## src/inc/regwin_pkg.sv

```systemverilog
// Package for the print mark window block: register map, fields, resets.
// Assumes a 32-bit register port with byte addresses on word boundaries.
package regwin_pkg;

    // ****************************************
    // Register offsets
    // ****************************************
    localparam logic [7:0] OFS_GATE_WIDTH = 8'h00;
    localparam logic [7:0] OFS_ABSENT_LIMIT = 8'h04;
    localparam logic [7:0] OFS_FIXED_RETURN = 8'h08;
    localparam logic [7:0] OFS_SYNC_SELECT = 8'h0C;
    localparam logic [7:0] OFS_REL_RETURN = 8'h10;
    localparam logic [7:0] OFS_CTRL = 8'h14;
    localparam logic [7:0] OFS_STATE = 8'h18;
    localparam logic [7:0] OFS_MARK_POS = 8'h1C;
    localparam logic [7:0] OFS_MISS_COUNT = 8'h20;
    localparam logic [7:0] OFS_IRQ_STATUS = 8'h24;
    localparam logic [7:0] OFS_IRQ_MASK = 8'h28;
    localparam logic [7:0] OFS_RETURN_RATE = 8'h2C;

    // ****************************************
    // Field widths and positions
    // ****************************************
    localparam int GATE_W = 16;
    localparam int LIMIT_W = 8;
    localparam int RATE_W = 24;
    localparam int SYNC_W = 8;
    localparam int REL_W = 16;
    localparam int POS_W = 32;
    localparam int REL_FRAC = 8;
    localparam int CTRL_EDGE_BIT = 0;
    localparam int STATE_TAUGHT_BIT = 0;
    localparam int STATE_MISSING_BIT = 1;
    localparam int STATE_SYNC_BIT = 2;
    localparam int STATE_ARMED_BIT = 3;
    localparam int IRQ_W = 4;
    localparam int IRQ_ACCEPT_BIT = 0;
    localparam int IRQ_REJECT_BIT = 1;
    localparam int IRQ_TEACH_BIT = 2;
    localparam int IRQ_MISSING_BIT = 3;

    // ****************************************
    // Limits and reset values
    // ****************************************
    localparam logic [GATE_W-1:0] GATE_MAX = 16'h270F;
    localparam logic [LIMIT_W-1:0] LIMIT_MAX = 8'h63;
    localparam logic [RATE_W-1:0] RATE_MAX = 24'h98967F;
    localparam logic [GATE_W-1:0] GATE_RST = 16'h0000;
    localparam logic [LIMIT_W-1:0] LIMIT_RST = 8'h00;
    localparam logic [RATE_W-1:0] FIXED_RST = 24'h000000;
    localparam logic [SYNC_W-1:0] SYNC_RST = 8'h00;
    localparam logic [REL_W-1:0] REL_RST = 16'h0100;
    localparam logic [IRQ_W-1:0] IRQ_RST = 4'h0;

    // ****************************************
    // Edge polarity encoding
    // ****************************************
    localparam logic EDGE_RISING = 1'b0;
    localparam logic EDGE_FALLING = 1'b1;

endpackage

```

## src/hw/pin_sync.sv

```systemverilog
// Two-stage synchroniser for a group of asynchronous input pins.
// Assumes the pins are slow levels; a pulse shorter than a clock is kept only if it spans a clock edge.
`timescale 1ns/1ps
`default_nettype none
module pin_sync #(
    parameter int WIDTH = 1
) (
    // Clock and reset
    input wire logic ref_clk,
    input wire logic rstn,
    // Pins and synchronised levels
    input wire logic [WIDTH-1:0] pin_in,
    output logic [WIDTH-1:0] level_out
);

    // ****************************************
    // Synchroniser stages
    // ****************************************
    logic [WIDTH-1:0] meta_reg;
    logic [WIDTH-1:0] level_reg;

    // First stage feeds only the second one
    always_ff @(posedge ref_clk or negedge rstn) begin
        if (!rstn) begin
            meta_reg <= '0;
            level_reg <= '0;
        end else begin
            meta_reg <= pin_in;
            level_reg <= meta_reg;
        end
    end

    assign level_out = level_reg;

endmodule
`default_nettype wire

```

## src/hw/mark_window_core.sv

```systemverilog
// Print mark window, missing mark monitor, return speed and sync mode select.
// Assumes line_pos counts length units from the last sheet start, line_speed
// is the actual line speed, both on ref_clk; pins arrive asynchronously.
//
// Behaviour
// The acceptance window reaches equally before and after the taught edge position.
// Sensor edges outside the window are dropped; only edges inside register a mark.
// The window position comes from the line position captured through the teach input.
// Width 0..9999 is accepted and a width of zero lets every active edge register.
// The operator raises teach before the mark reaches the sensor and creeps the line.
// The operator drops teach before the next mark produces its edge.
// Completed teaching stores the mark position and other marks no longer trigger.
// Sheets without an accepted mark are counted and the missing output rises at the limit.
// A limit of zero disables monitoring so the missing output stays low.
// A nonzero fixed return rate sets the return speed regardless of line speed.
// A zero fixed rate selects the relative setting scaled by the actual line speed.
// While sync enable is high in the cutting phase, the selected sync profile is used.
// The sync profile selection stays zero unless external clamping is in use.
// Edge polarity 0 selects the rising sensor edge and 1 selects the falling edge.
// An edge is accepted when line position lies within half the width of the mark position.
//
// The implementer's own choices: the register offsets and the strobed register port.
`timescale 1ns/1ps
`default_nettype none
module mark_window_core
    import regwin_pkg::*;
(
    // Clock and reset
    input wire logic ref_clk,
    input wire logic rstn,
    // Register port
    input wire logic [7:0] addr,
    input wire logic [31:0] wr_data,
    input wire logic wr_en,
    input wire logic rd_en,
    output logic [31:0] rd_data,
    // Pins
    input wire logic mark_sensor,
    input wire logic teach_mark,
    input wire logic sync_enable,
    // Line side, same clock
    input wire logic [POS_W-1:0] line_pos,
    input wire logic [RATE_W-1:0] line_speed,
    input wire logic sheet_start,
    input wire logic sync_phase,
    // Outputs
    output logic mark_hit,
    output logic mark_missing,
    output logic [RATE_W-1:0] return_rate,
    output logic sync_active,
    output logic [SYNC_W-1:0] sync_profile,
    output logic irq
);

    // ****************************************
    // Functions
    // ****************************************
    function automatic logic [POS_W-1:0] abs_diff(input logic [POS_W-1:0] a,
                                                 input logic [POS_W-1:0] b);
        abs_diff = (a >= b) ? a - b : b - a;
    endfunction

    function automatic logic [7:0] word_addr(input logic [7:0] a);
        word_addr = {a[7:2], 2'b00};
    endfunction

    // ****************************************
    // Declarations
    // ****************************************
    logic [2:0] pins_s;
    logic sensor_s;
    logic teach_s;
    logic sync_en_s;
    logic sensor_d_reg;
    logic active_edge;
    logic [GATE_W-1:0] gate_width_reg;
    logic [LIMIT_W-1:0] absent_limit_reg;
    logic [RATE_W-1:0] fixed_rate_reg;
    logic [SYNC_W-1:0] sync_select_reg;
    logic [REL_W-1:0] rel_rate_reg;
    logic edge_pol_reg;
    logic [IRQ_W-1:0] irq_status_reg;
    logic [IRQ_W-1:0] irq_mask_reg;
    logic [IRQ_W-1:0] irq_event;
    logic [IRQ_W-1:0] irq_clear;
    logic [POS_W-1:0] mark_pos_reg;
    logic taught_reg;
    logic teach_armed_reg;
    logic teach_capture;
    logic in_window;
    logic accept;
    logic sheet_seen_reg;
    logic [LIMIT_W-1:0] miss_count_reg;
    logic [LIMIT_W-1:0] miss_count_next;
    logic missing_next;
    logic [RATE_W+REL_W-1:0] scaled;
    logic [RATE_W-1:0] rate_next;
    logic [7:0] wa;
    logic [31:0] rd_next;

    // ****************************************
    // Pin synchronisation and edge select
    // ****************************************
    pin_sync #(
        .WIDTH(3)
    ) u_pin_sync (
        .ref_clk(ref_clk),
        .rstn(rstn),
        .pin_in({sync_enable, teach_mark, mark_sensor}),
        .level_out(pins_s)
    );

    assign sensor_s = pins_s[0];
    assign teach_s = pins_s[1];
    assign sync_en_s = pins_s[2];

    always_ff @(posedge ref_clk or negedge rstn) begin
        if (!rstn) begin
            sensor_d_reg <= 1'b0;
        end else begin
            sensor_d_reg <= sensor_s;
        end
    end

    always_comb begin
        if (edge_pol_reg == EDGE_FALLING) begin
            active_edge = sensor_d_reg & ~sensor_s;
        end else begin
            active_edge = sensor_s & ~sensor_d_reg;
        end
    end

    // ****************************************
    // Settings registers
    // ****************************************
    assign wa = word_addr(addr);

    // Out-of-range widths and limits are clamped so the window stays sane
    always_ff @(posedge ref_clk or negedge rstn) begin
        if (!rstn) begin
            gate_width_reg <= GATE_RST;
            absent_limit_reg <= LIMIT_RST;
            fixed_rate_reg <= FIXED_RST;
            sync_select_reg <= SYNC_RST;
            rel_rate_reg <= REL_RST;
            edge_pol_reg <= EDGE_RISING;
            irq_mask_reg <= IRQ_RST;
        end else if (wr_en) begin
            unique case (wa)
                OFS_GATE_WIDTH: begin
                    gate_width_reg <= (wr_data[GATE_W-1:0] > GATE_MAX) ?
                        GATE_MAX : wr_data[GATE_W-1:0];
                end
                OFS_ABSENT_LIMIT: begin
                    absent_limit_reg <= (wr_data[LIMIT_W-1:0] > LIMIT_MAX) ?
                        LIMIT_MAX : wr_data[LIMIT_W-1:0];
                end
                OFS_FIXED_RETURN: begin
                    fixed_rate_reg <= (wr_data[RATE_W-1:0] > RATE_MAX) ?
                        RATE_MAX : wr_data[RATE_W-1:0];
                end
                OFS_SYNC_SELECT: sync_select_reg <= wr_data[SYNC_W-1:0];
                OFS_REL_RETURN: rel_rate_reg <= wr_data[REL_W-1:0];
                OFS_CTRL: edge_pol_reg <= wr_data[CTRL_EDGE_BIT];
                OFS_IRQ_MASK: irq_mask_reg <= wr_data[IRQ_W-1:0];
                default: begin
                end
            endcase
        end
    end

    // ****************************************
    // Teaching
    // ****************************************
    // One capture per teach pulse: later marks while teach stays high are
    // ignored, which is why the operator must drop teach before the next mark
    assign teach_capture = teach_s & teach_armed_reg & active_edge;

    always_ff @(posedge ref_clk or negedge rstn) begin
        if (!rstn) begin
            teach_armed_reg <= 1'b0;
        end else if (!teach_s) begin
            teach_armed_reg <= 1'b1;
        end else if (teach_capture) begin
            teach_armed_reg <= 1'b0;
        end
    end

    always_ff @(posedge ref_clk or negedge rstn) begin
        if (!rstn) begin
            mark_pos_reg <= '0;
            taught_reg <= 1'b0;
        end else if (teach_capture) begin
            mark_pos_reg <= line_pos;
            taught_reg <= 1'b1;
        end
    end

    // ****************************************
    // Window gating
    // ****************************************
    // Half width rounds down; without a taught position only a zero width lets edges pass
    always_comb begin
        in_window = taught_reg &&
            (abs_diff(line_pos, mark_pos_reg) <=
             POS_W'({1'b0, gate_width_reg[GATE_W-1:1]}));
        if (gate_width_reg == '0) begin
            accept = active_edge;
        end else begin
            accept = active_edge & in_window & ~teach_s;
        end
    end

    always_ff @(posedge ref_clk or negedge rstn) begin
        if (!rstn) begin
            mark_hit <= 1'b0;
        end else begin
            mark_hit <= accept;
        end
    end

    // ****************************************
    // Missing mark monitor
    // ****************************************
    // A mark landing in the sheet-start cycle counts for the closing sheet
    always_ff @(posedge ref_clk or negedge rstn) begin
        if (!rstn) begin
            sheet_seen_reg <= 1'b0;
        end else if (sheet_start) begin
            sheet_seen_reg <= 1'b0;
        end else if (accept) begin
            sheet_seen_reg <= 1'b1;
        end
    end

    always_comb begin
        miss_count_next = miss_count_reg;
        if (absent_limit_reg == '0) begin
            miss_count_next = '0;
        end else if (sheet_start) begin
            if (sheet_seen_reg | accept) begin
                miss_count_next = '0;
            end else if (miss_count_reg < LIMIT_MAX) begin
                miss_count_next = miss_count_reg + LIMIT_W'(1);
            end
        end
        missing_next = (absent_limit_reg != '0) &&
            (miss_count_next >= absent_limit_reg);
    end

    always_ff @(posedge ref_clk or negedge rstn) begin
        if (!rstn) begin
            miss_count_reg <= '0;
            mark_missing <= 1'b0;
        end else begin
            miss_count_reg <= miss_count_next;
            mark_missing <= missing_next;
        end
    end

    // ****************************************
    // Return speed
    // ****************************************
    // Relative setting is a fixed-point factor; overflow saturates
    assign scaled = line_speed * rel_rate_reg;

    always_comb begin
        if (fixed_rate_reg != '0) begin
            rate_next = fixed_rate_reg;
        end else if (|scaled[RATE_W+REL_W-1:RATE_W+REL_FRAC]) begin
            rate_next = '1;
        end else begin
            rate_next = scaled[RATE_W+REL_FRAC-1:REL_FRAC];
        end
    end

    always_ff @(posedge ref_clk or negedge rstn) begin
        if (!rstn) begin
            return_rate <= '0;
        end else begin
            return_rate <= rate_next;
        end
    end

    // ****************************************
    // Sync mode
    // ****************************************
    always_ff @(posedge ref_clk or negedge rstn) begin
        if (!rstn) begin
            sync_active <= 1'b0;
            sync_profile <= '0;
        end else begin
            sync_active <= sync_en_s & sync_phase;
            sync_profile <= (sync_en_s & sync_phase) ? sync_select_reg : '0;
        end
    end

    // ****************************************
    // Interrupts
    // ****************************************
    assign irq_event = {missing_next & ~mark_missing, teach_capture,
                        active_edge & ~accept, accept};
    assign irq_clear = (wr_en && wa == OFS_IRQ_STATUS) ? wr_data[IRQ_W-1:0] : '0;

    // New events win over a same-cycle clear
    always_ff @(posedge ref_clk or negedge rstn) begin
        if (!rstn) begin
            irq_status_reg <= IRQ_RST;
        end else begin
            irq_status_reg <= (irq_status_reg & ~irq_clear) | irq_event;
        end
    end

    always_ff @(posedge ref_clk or negedge rstn) begin
        if (!rstn) begin
            irq <= 1'b0;
        end else begin
            irq <= |(((irq_status_reg & ~irq_clear) | irq_event) & irq_mask_reg);
        end
    end

    // ****************************************
    // Read back
    // ****************************************
    always_comb begin
        rd_next = '0;
        unique case (wa)
            OFS_GATE_WIDTH: rd_next = 32'(gate_width_reg);
            OFS_ABSENT_LIMIT: rd_next = 32'(absent_limit_reg);
            OFS_FIXED_RETURN: rd_next = 32'(fixed_rate_reg);
            OFS_SYNC_SELECT: rd_next = 32'(sync_select_reg);
            OFS_REL_RETURN: rd_next = 32'(rel_rate_reg);
            OFS_CTRL: rd_next[CTRL_EDGE_BIT] = edge_pol_reg;
            OFS_STATE: begin
                rd_next[STATE_TAUGHT_BIT] = taught_reg;
                rd_next[STATE_MISSING_BIT] = mark_missing;
                rd_next[STATE_SYNC_BIT] = sync_active;
                rd_next[STATE_ARMED_BIT] = teach_armed_reg;
            end
            OFS_MARK_POS: rd_next = mark_pos_reg;
            OFS_MISS_COUNT: rd_next = 32'(miss_count_reg);
            OFS_IRQ_STATUS: rd_next = 32'(irq_status_reg);
            OFS_IRQ_MASK: rd_next = 32'(irq_mask_reg);
            OFS_RETURN_RATE: rd_next = 32'(return_rate);
            default: rd_next = '0;
        endcase
    end

    // Data stands one cycle after the strobe and is zero otherwise
    always_ff @(posedge ref_clk or negedge rstn) begin
        if (!rstn) begin
            rd_data <= '0;
        end else begin
            rd_data <= rd_en ? rd_next : '0;
        end
    end

endmodule
`default_nettype wire

```

## config.mk

```make
export PLATFORM = sky130hd
export DESIGN_NAME = mark_window_core
export DESIGN_NICKNAME = d
export VERILOG_FILES = /design/src/inc/regwin_pkg.sv /design/src/hw/pin_sync.sv /design/src/hw/mark_window_core.sv
export SDC_FILE = /design/constraint.sdc
export NUM_CORES = 1
export LEC_CHECK = 0
export BUFFER_PORTS_ARGS = -buffer_cell sky130_fd_sc_hd__clkbuf_2
export CORE_MARGIN = 4
export CORE_UTILIZATION = 30
export CTS_BUF_LIST = sky130_fd_sc_hd__clkbuf_2 sky130_fd_sc_hd__clkbuf_4 sky130_fd_sc_hd__clkbuf_8
export DETAILED_ROUTE_END_ITERATION = 10
export PLACE_DENSITY = 0.51
export SYNTH_ARGS = -nofsm -noshare
export SYNTH_HDL_FRONTEND = slang
export SYNTH_SLANG_ARGS = --single-unit
```

## constraint.sdc

```tcl
create_clock -name ref_clk -period 7.2 [get_ports ref_clk]
set_input_delay 1.8 -clock ref_clk [delete_from_list [all_inputs] [get_ports ref_clk]]
set_output_delay 1.8 -clock ref_clk [all_outputs]
set_load 0.05 [all_outputs]
```

; Word level (Yosys, flattened, before mapping)
; Cells that the tools add are included.
[classes]
mux = 22
bitwise = 19
n_addsub = 3
reduce_logical = 18
eq_ne = 12
multipliers = 1
magnitude_cmp = 7
[ops]
columns = operator, n
row1 = 28-bit one-hot mux with 8 select lines, 1
row2 = 24-bit two-way mux, 3
row3 = 32-bit two-way mux, 2
row4 = 32-bit subtractor, 2
row5 = 8-bit two-way mux, 6
row6 = 24-bit by 16-bit multiplier with 40-bit output, 1
row7 = 3-bit one-hot mux with 11 select lines, 1
row8 = 32-bit >= comparator, 1
row9 = 32-bit by 15-bit less-or-equal comparator with 1-bit output, 1
row10 = "6-bit by 3-bit == test with 1-bit output, second input constant", 4
row11 = "6-bit by 4-bit == test with 1-bit output, second input constant", 4
row12 = "24-bit > comparator, second input constant", 1
row13 = 24-bit nonzero test, 1
row14 = "16-bit by 14-bit > comparator with 1-bit output, second input constant", 1
row15 = 16-bit logical NOT, 1
row16 = 8-bit logical NOT, 2
row17 = 16-bit two-way mux, 1
row18 = 2-bit AND reduction, 7
row19 = "6-bit by 2-bit == test with 1-bit output, second input constant", 2
row20 = 1-bit one-hot mux with 12 select lines, 1
row21 = 1-bit AND, 9
row22 = "8-bit by 1-bit adder with 8-bit output, second input constant", 1
row23 = 4-bit AND, 2
row24 = 8-bit >= comparator, 1
row25 = 15 further kinds, 26
[word_totals]
input_bits = 105
ff_bits = 199

; Longest topological paths before layout
; Gate-level depths: netlist (run 1).
[logic_depth]
depth_word = 17
mapped_depth = 39
ltp_nobuf = 38

; Cells and area by module
; Synthesis (run 1) repeated with hierarchy kept, for this count alone.
[hier_totals]
hier_cells = 2830
area_unflattened_um2 = 24798.8
[by_module_without_submodules]
columns = mod, area_per_inst_um2, cells_per_inst, n_inst, seq_area_each_um2
row1 = mark_window_core, 24648.6, 2824, 1, 4830.9
row2 = pin_sync, 150.1, 6, 1, 150.1

; Worst setup path before layout (run 1)
; No wires, ideal clock.
[synth_path]
path_type = input -> register
from = input line_pos[0]
to = register irq_status_reg[3]
t_arrival_ns = 8.117
setup_slack_ns = -1.044
n_path_buf = 1
t_required_ns = 7.073
path_stages = 37
setup_ns = 0.127
cell_sequence = inv_1 > ha_1 > inv_1 > fa_1 > a21o_1 > a21oi_2 > o221a_4 > a2111oi_4 > o211ai_2 > buf_2 > nand2_2 > o21ai_0 > o221ai_1 > xor2_1 > ha_1 > a21o_1 > a21o_1 > a21oi_1 > nor2_1 > o31ai_1 > and3_1 > and3_1 > o22ai_1 > nor4_2 > a2111o_2 > a21bo_1 > ha_1 > nand2b_1 > a21o_1 > a21o_1 > a21o_1 > a21o_1 > a21o_1 > a21o_1 > a21oi_1 > nor3_1 > or2_2
[synth_between]
elab_chain_cells = 15
[synth_lines]
columns = item, line
row1 = from (decl), mark_window_core.sv:42  ; input wire logic [POS_W-1:0] line_pos,
row2 = 32-bit subtractor / 32-bit >= comparator (equally long branches), mark_window_core.sv:60  ; abs_diff = (a >= b) ? a - b : b - a;
row3 = 32-bit two-way mux (*), mark_window_core.sv:60
row4 = 32-bit by 15-bit less-or-equal comparator with 1-bit output (*), mark_window_core.sv:205  ; (abs_diff(line_pos, mark_pos_reg) <=
row5 = 1-bit logical AND (*), mark_window_core.sv:204  ; in_window = taught_reg &&
row6 = 1-bit AND (*) (2 in a row), mark_window_core.sv:210  ; accept = active_edge & in_window & ~teach_s;
row7 = 1-bit two-way mux (*), mark_window_core.sv:207  ; if (gate_width_reg == '0) begin
row8 = 1-bit bitwise OR (*), mark_window_core.sv:241  ; if (sheet_seen_reg | accept) begin
row9 = 8-bit two-way mux (*), mark_window_core.sv:241
row10 = 8-bit two-way mux (*), mark_window_core.sv:240  ; end else if (sheet_start) begin
row11 = 8-bit two-way mux (*), mark_window_core.sv:238  ; if (absent_limit_reg == '0) begin
row12 = 8-bit >= comparator (*), mark_window_core.sv:248  ; (miss_count_next >= absent_limit_reg);
row13 = 1-bit logical AND (*), mark_window_core.sv:247  ; missing_next = (absent_limit_reg != '0) &&
row14 = 1-bit AND (*), mark_window_core.sv:301  ; assign irq_event = {missing_next & ~mark_missing, teach_capture,
row15 = 4-bit bitwise OR (*), mark_window_core.sv:310  ; irq_status_reg <= (irq_status_reg & ~irq_clear) | irq_event;
row16 = to (signal assigned), mark_window_core.sv:310
row17 = to (decl), mark_window_core.sv:82  ; logic [IRQ_W-1:0] irq_status_reg;
; Every way passes the cells marked *; elsewhere a longest branch is shown, timed or not.
; A chain may end at the register's enable or synchronous reset.

; Worst setup path in the final report (run 1)
[layout_path]
from = input line_pos[0]
to = register irq
[layout_between]
elab_chain_cells = 17
[layout_lines]
columns = item, line
row1 = 32-bit subtractor / 32-bit >= comparator (equally long branches), mark_window_core.sv:60
row2 = 32-bit two-way mux (*), mark_window_core.sv:60
row3 = 32-bit by 15-bit less-or-equal comparator with 1-bit output (*), mark_window_core.sv:205
row4 = 1-bit logical AND (*), mark_window_core.sv:204
row5 = 1-bit AND (*) (2 in a row), mark_window_core.sv:210
row6 = 1-bit two-way mux (*), mark_window_core.sv:207
row7 = 1-bit bitwise OR, mark_window_core.sv:241
row8 = 8-bit two-way mux, mark_window_core.sv:241
row9 = 8-bit two-way mux, mark_window_core.sv:240
row10 = 8-bit two-way mux, mark_window_core.sv:238
row11 = 8-bit >= comparator, mark_window_core.sv:248
row12 = 1-bit logical AND, mark_window_core.sv:247
row13 = 1-bit AND, mark_window_core.sv:301
row14 = 4-bit bitwise OR (*), mark_window_core.sv:318  ; irq <= |(((irq_status_reg & ~irq_clear) | irq_event) & irq_mask_reg);
row15 = 4-bit AND (*), mark_window_core.sv:318
row16 = 4-bit OR reduction (*), mark_window_core.sv:318
row17 = to (signal assigned), mark_window_core.sv:318
row18 = to (decl), mark_window_core.sv:52  ; output logic irq
; Marks and branches as above.

==> results of run 1 <==
## path summary, 6_finish.rpt
path / end / slack (ns) / cells after the start
worst max register to register: return_rate[5]$_DFF_PN0_ / 0.17 / 26
max in group asynchronous: irq_mask_reg[1]$_DFFE_PN0P_ / 4.68 / 2
worst min-delay path: u_pin_sync.level_out[0]$_DFF_PN0_ / 0.36 / 0
min in group asynchronous: rd_data[12]$_DFF_PN0_ / 1.22 / 1
worst max-delay path: irq$_DFF_PN0_ / -0.63 / 40
worst min register to register: u_pin_sync.level_out[0]$_DFF_PN0_ / 0.36 / 0
## cells by family (layout without fill, tap and decap cells)
logic type               count (synthesis)  after routing  synth area share
AND/OR/NAND/NOR                        872            872             0.169
AO/OA/AOI/OAI                          576            576             0.154
buffers and inverters                  568           1068            0.0876
adder cells (fa/ha/maj)                503            503             0.346
flip-flops                             199            199             0.200
XOR/XNOR                                56             56            0.0197
multiplexers                            54             54            0.0245
other                                    0              7                 0
## what timing repair did
item                                    CTS  global route
endpoints found under the setup margin   27            27
setup buffers                            20            19
pin swaps                                66            64
gates cloned                              2             0
gates resized for setup                 120           133
## layer usage
metal / up-vias / GRT usage / share of wire
met5: - / 0 / 0.00040
met4: 6 / 0.0391 / 0.019
met3: 93 / 0.0258 / 0.053
met2: 533 / 0.325 / 0.47
met1: 11100 / 0.275 / 0.46
li1: 10300 / - / -
## worst max-delay path, delay by kind of cell
kind	cells	cell delay [ns]
AOI/OAI and AO/OA	22	3.67
buffers and inverters	4	0.35
and+or+nand+nor	9	1.30
adders and majority gates	4	0.94
xor gates and xnor gates	1	0.19
## cell usage in the layout, fill, tap and decap left out, types with 16 or more instances in the layout
cell	instances
buf_6	16
a22oi_1	25
ha_1	181
nand2_2	25
mux2_2	35
buf_4	405
o22a_1	17
clkbuf_2	139
fa_1	289
a31oi_1	18
xor2_1	21
a21o_1	58
inv_1	400
dfrtp_1	198
buf_12	29
and2_1	137
inv_2	20
nand2_1	358
clkbuf_8	22
o21a_1	17
o21ai_0	123
fa_2	18
nor3_4	22
nand3_1	28
nor3_1	21
o21bai_1	29
xnor2_1	34
nand4_1	32
a21oi_1	128
and3_1	29
nor4_1	17
nor2_1	107
## cells in the mapped netlist (5+ instances only)
cell	count
inv_1	421
nand2_1	388
fa_1	307
dfrtp_1	198
ha_1	196
a21oi_1	144
and2_1	142
o21ai_0	134
clkbuf_1	125
nor2_1	110
a21o_1	58
nor3_1	45
mux2_2	35
xnor2_1	35
and3_1	34
o21bai_1	33
nand4_1	32
nand3_1	31
a22oi_1	25
xor2_1	21
a31oi_1	19
nor4_1	18
mux2i_1	17
o21a_1	17
o22a_1	17
a221oi_1	16
buf_2	15
nor2b_1	15
a22o_1	13
a211oi_1	12
nand2b_1	11
a222oi_1	10
o221ai_1	8
or3_1	8
o31ai_1	7
a21boi_0	6
nand3b_1	6
o22ai_1	6
a31o_2	5
## power by group
part	leakage, uW	switching (uW)	internal (uW)	total, uW
clock network	0.000229	499	337	836
registers	0.00252	230	1270	1500
logic	0.0127	6370	5710	12100
## cell type report
cell class,instances,area [um2],area share
Inverter,421,1590,0.0496
Clock buffer,17,234,0.00728
Sequential cell,199,4980,0.155
Timing Repair Buffer,615,4910,0.153
Clock inverter,15,229,0.00713
Multi-Input combinational cell,2061,18800,0.586
Tap cell,1070,1340,0.0417
Antenna cell,7,17.5,0.000545
## through the flow
step	hold WS [ns]	cell area (um2)	power [uW]	util	TNS (ns)
5_1_grt	0.369	32100	15700	0.391	-16.82
6_report	0.362	32100	14400	0.391	-12.46
2_1_floorplan	0.331	25500	7850	-	-13.81
3_3_place_gp	0.335	30200	11700	0.368	-36.34
3_5_place_dp	0.337	30200	11700	0.368	-36.83
4_1_cts	0.364	31500	13700	0.384	-11.15
==> summary.md, run 1 <==
| Metric | Value |
|---|---|
| Total GRT Usage | 0.196 |
| Pwr dens | roughly 450 nW/um2 |
| Max-cap violations | 0 |
| CP required | between 7 and 8 ns |
| Clk root buf | clkbuf_8 |
| Pre-CTS setup slack | -1.45 ns |
| Worst slew pin tran | approximately 1.2 ns |
| Io pins | around 170 |
| Rel. slew slack | 0.218 |
| Top cells by area, synth | fa_1 25%, dfrtp_1 20%, ha_1 9.9% |
| Leak | about 0.015 uW |
| Clock Skews | around 0.021 ns |
| Final Setup Violations | 27 |
| Drc violations | 0 |
| Largest stage delay, worst path | between 0.3 and 0.4 ns |
| Layout Nets | about 3900 |
| CTS tree | built |
| DR vias | ~22000 |
| GRT overflow | 0 |
| Peak supply drop | around 0.46 mV |
| WS Path Type | input pin to flop |
| Final WS setup | -0.626 ns |
| CP Capture Type | flop |
| Latest clock arrival within the worst-skew pair | around 0.52 ns |
| Routed wire length | about 85 mm |
| Synth Instances | about 2800 |
| Die width | 296 um |
| # clock sinks | a little under 200 |
| Top cell type's share of synthesized area | 0.247 |
| Share of cells above drive strength 1 | 0.269 |
| Setup crit start kind | input pin |
| Final hold violation count | 0 |
| Status | complete, but fails checks |
| #FFs+latches synth | between 150 and 200 |
| Final Max Tran Viols | 0 |
| Initial antenna violation count | 9 |
| Net Count, Synth | around 3400 |
| Die ar. | between 80000 and 90000 um2 |
| PortBufs | 162 |
| Largest net degree at the start of global routing | 80 |
| Post-synthesis sequential area ratio | 0.200 |
| CP most frequent cell | a21o_1 |
| Placed cells | roughly 4300 |
| Tcrit/Tclk final | 1.09 |
| Fillers | 8353 |
| H-tree Lvls | 4 |
| Max Freq | between 100 and 150 MHz |
| RSZ-0062 raised after global routing | true |
| Failing checks | negative setup slack |
| Initial drt markers | around 1300 |
| First-pass GRT wire length | between 100 and 150 mm |
| Ys Warns | 0 |
| Routed WL per cell | 19.2 um |
| Fin cells | approximately 4400 |
| DP Wirelength | 69.3 mm |
| Cts hold-fix bufs | 0 |
| Distinct cells, synth | 87 |
| Drt pass-1 iters | 6 |
| Post-synth top area cell | fa_1 |
| Async SR Flop Fraction | 1.00 |
| Layout area overhead | 29.1% |
| Die H | between 200 and 300 um |
| Vias in the first global route | between 20000 and 25000 |
| Routability cong. | just over 0.9 |
| Top_reg_cell synth | dfrtp_1 |
| Hold Startpoint | u_pin_sync.meta_reg[0]$_DFF_PN0_ |
| Syn_area_per_cell | slightly below 9 um2 |
| CTS Buf Count | 17 |
| Slowest-stage cell, CP | fa_2 |
| Post-synth EDFFs | 0 |
| CP max FO | 7 |
| DR vias/cell | 5.01 |
| Worst EP arrival | a little over 8 ns |
| Maximum clock insertion buffer count | 2 |
| Syn Std Cell Area | ~25000 um2 |
| Critical R2R Launch | rel_rate_reg[8]$_DFFE_PN1P_ |
| Site Rows | 105 |
| Clock slew at reported path FFs | 0.12 ns |
| Critical Path Source | line_pos[0] |
| CORE AREA | around 82000 um2 |
| Detail Route Antenna Nets | 0 |
| Worst Hold Class | flop to flop |
| Starting Density | 0.303 |
| Fin crit period | 7.83 ns |
No activity file was read; power rests on OpenSTA's default activity.
==> inputs of run 2 (changes only) <==
--- a/config.mk
+++ b/config.mk
@@ -5,12 +5,12 @@
 export SDC_FILE = /design/constraint.sdc
 export NUM_CORES = 1
 export LEC_CHECK = 0
-export BUFFER_PORTS_ARGS = -buffer_cell sky130_fd_sc_hd__clkbuf_2
 export CORE_MARGIN = 4
 export CORE_UTILIZATION = 30
 export CTS_BUF_LIST = sky130_fd_sc_hd__clkbuf_2 sky130_fd_sc_hd__clkbuf_4 sky130_fd_sc_hd__clkbuf_8
 export DETAILED_ROUTE_END_ITERATION = 10
-export PLACE_DENSITY = 0.51
+export DONT_BUFFER_PORTS = 1
+export PLACE_DENSITY = 0.48
 export SYNTH_ARGS = -nofsm -noshare
 export SYNTH_HDL_FRONTEND = slang
 export SYNTH_SLANG_ARGS = --single-unit
==> constraint.sdc (replaced) <==
create_clock -name ref_clk -period 7.79 [get_ports ref_clk]
set_input_delay 1.9475 -clock ref_clk [delete_from_list [all_inputs] [get_ports ref_clk]]
set_output_delay 1.9475 -clock ref_clk [all_outputs]
set_load 0.05 [all_outputs]
==> run 2 against run 1 <==
  * The flow still finishes with violations (negative setup slack)
  * Highest routed layer is now met4
  * Clock-buffer cell count unchanged
  * Clock skew rose by 0.0033 ns
  * Sequential power about the same
  * Sequential share of layout area increased by 1.3 points
  * Register-to-register slack gained 0.07 ns
  * Critical endpoint unchanged
  * Design area decreased by 7.5%
  * Power shrank 14%
  * Combinational power is 16% lower
==> summary.md, run 2 (same netlist as run 1, synthesis figures left out) <==
| Metric | Value |
|---|---|
| Share of cells above drive strength 1 | 0.181 (-0.0878) |
| Final WS setup | -0.345 ns (+0.281 ns) |
| Latest clock arrival within the worst-skew pair | 0.52 ns (about the same) |
| Routed WL per cell | 21.2 um (+11%) |
| Site Rows | 105 (unchanged) |
| Routed wire length | 87.3 mm (+3.3%) |
| Comb power frac | 0.820 (-0.018) |
| Tcrit/Tclk final | 1.04 |
| Final hold violation count | 0 (unchanged) |
| DR WL met3 | 7.27 mm (+64%) |
| Initial antenna violation count | 6 (-3) |
| CP max FO | 6 (-1) |
| GRT overflow | 0 (unchanged) |
| Wire length on met1 | 37.1 mm (-4.9%) |
| CP required | 8.20 ns (+0.60 ns) |
| Rel. slew slack | 0.193 (-0.0250) |
| Layout area overhead | 19.4% |
| Maximum clock insertion buffer count | 2 (unchanged) |
| DP Wirelength | 70.5 mm (+1.8%) |
| Failing checks | negative setup slack |
| Internal power | 6210 uW (-15%) |
| Slowest-stage cell, CP | a2111oi_4 |
| CTS tree | built |
| Final Max Tran Viols | 0 (unchanged) |
| Fillers | 8383 (+0.36%) |
| Met2 wire length | 41.5 mm (+5.3%) |
| Worst Hold Class | flop to flop |
| Clock Skews | 0.0239 ns (+0.00332 ns) |
| Largest net degree at the start of global routing | 200 (+150%) |
| Largest stage delay, worst path | 0.42 ns (+0.09 ns) |
| Clk root buf | clkbuf_8 |
| First-pass GRT wire length | 135 mm (+0.97%) |
| Worst slew pin tran | 1.19 ns (+0.0207 ns) |
| Initial drt markers | 1271 (-4.9%) |
| Layout Nets | 3632 (-7.4%) |
| DR vias | 21300 (-3.6%) |
| WS Path Type | input pin to flop |
| Detail Route Antenna Nets | 0 (unchanged) |
| RSZ-0062 raised after global routing | true |
| Max Freq | ~120 MHz |
| DR vias/cell | 5.17 (+3.3%) |
| Drt pass-1 iters | 8 (+2) |
| # clock sinks | 199 (unchanged) |
| Starting Density | 0.303 (unchanged) |
| Flop pwr share | 0.121 (+0.017) |
| Most frequent cells in the layout | 413 x inv_1, 373 x nand2_1, 294 x fa_1, 294 x buf_4, 198 x dfrtp_1 |
| Worst EP arrival | 8.54 ns (+0.31 ns) |
| Clock slew at reported path FFs | 0.13 ns (about the same) |
| Peak supply drop | 0.428 mV (-6.7%) |
| Commonest non-fill, non-tap cell in the layout | inv_1 |
| PortBufs | 0 (-100%) |
| Leak | 0.0139 uW (-9.9%) |
| Max-cap violations | 0 (unchanged) |
| CTS Buf Count | 17 (unchanged) |
| Vias in the first global route | 22400 (-3.0%) |
| Fin crit period | 8.13 ns |
| CORE AREA | 82100 um2 (unchanged) |
| Max Used Layer | met4 |
| Status | complete, but fails checks |
| Drc violations | 0 (unchanged) |
| CP Capture Type | flop |
| Die ar. | 87600 um2 (unchanged) |
| H-tree Lvls | 4 (unchanged) |
| Switching power | 6170 uW (-13%) |
| Final Setup Violations | 3 (-89%) |
| Pre-CTS setup slack | -1.00 ns (+0.446 ns) |
| Clock power frac | 0.059 (about the same) |
| Total GRT Usage | 0.200 (+0.00384) |
| Routability cong. | 0.912 (+0.76%) |
| Pwr dens | 417 nW/um2 (-7.1%) |
| Io pins | 173 (unchanged) |
| Die H | 296 um (unchanged) |
| Setup crit start kind | input pin |
| Die width | 296 um (unchanged) |
| Fin util | 0.362 (-0.0294) |
| CP most frequent cell | a21o_1 |
| Switching Fraction | 0.499 (+0.00579) |
[run 2: cell count changes in the layout (fill, tap and decap cells not counted), sizes merged]
cell	previous run	this run
bufinv	2	0
clkinvlp	0	1
buf	463	322
diode	7	4
clkbuf	169	19
inv	426	427
[run 2: worst paths after layout]
kind | from | slack [ns] | endpoint | depth (start not counted)
worst min-delay path | u_pin_sync.meta_reg[1]$_DFF_PN0_ | 0.36 | u_pin_sync.level_out[1]$_DFF_PN0_ | 0
worst max register to register | rel_rate_reg[10]$_DFFE_PN0P_ | 0.24 | return_rate[1]$_DFF_PN0_ | 25
worst max-delay path | line_pos[0] | -0.34 | irq$_DFF_PN0_ | 39
max in group asynchronous | rstn | 6.13 | mark_pos_reg[27]$_DFFE_PN0P_ | 0
worst min register to register | u_pin_sync.meta_reg[1]$_DFF_PN0_ | 0.36 | u_pin_sync.level_out[1]$_DFF_PN0_ | 0
min in group asynchronous | rstn | 1.09 | mark_pos_reg[21]$_DFFE_PN0P_ | 0
[run 2: layout make-up]
| type | instances | area (um2) | share of cell area |
|---|---|---|---|
| clock inverters | 15 | 200 | 0.00674 |
| clock buffers | 17 | 234 | 0.00788 |
| well taps | 1070 | 1340 | 0.0451 |
| multi-input cells | 2061 | 18600 | 0.628 |
| diodes | 4 | 10.0 | 0.000337 |
| flip-flops and latches | 199 | 4980 | 0.168 |
| repair buffers | 324 | 2700 | 0.0910 |
| inverters | 421 | 1590 | 0.0536 |
[run 2: critical path: cells and delay by family]
kind	cells	cell delay [ns]
simple gates	9	1.60
buf+inv	5	0.55
compound gates	20	3.44
xor+xnor	1	0.09
fa+ha+maj	4	0.88
[run 2: through the flow]
| stage | area (um2) | hold slack [ns] | setup TNS, ns | instances | total power, uW |
|---|---|---|---|---|---|
| after global placement | 28400 | 0.335 | -15.98 | 4050 | 10400 |
| after detailed placement | 28400 | 0.340 | -17.32 | 4050 | 10400 |
| after global routing | 29700 | 0.370 | -3.09 | 4107 | 13500 |
| after floorplan | 25500 | 0.331 | -1.40 | 2828 | 7230 |
| final | 29700 | 0.365 | -0.721 | 4111 | 12400 |
| after CTS | 29100 | 0.367 | -0.261 | 4093 | 11300 |
[run 2: what timing repair did]
action | in CTS | in global routing
buffers inserted | 11 | 15
pin swaps | 33 | 62
hold buffers | 0 | 0
endpoints found under the setup margin | 21 | 27
gates resized for setup | 31 | 89
gates cloned | 0 | 2
[run 2: metal layers]
layer  up-vias  GRT usage
met5         -          0
met4         0     0.0354
met3        91     0.0590
met2       625      0.335
met1     10900      0.259
li1       9707          -
[run 2: power by group through the flow]
| stage | Clock (uW) | Sequential [uW] | Combinational, uW |
|---|---|---|---|
| after global routing | 793 | 1510 | 11200 |
| final | 734 | 1490 | 10200 |
| after detailed placement | 0 | 1510 | 8920 |
| after global placement | 0 | 1500 | 8850 |
| after CTS | 751 | 1490 | 9100 |
| after floorplan | 0 | 1370 | 5860 |
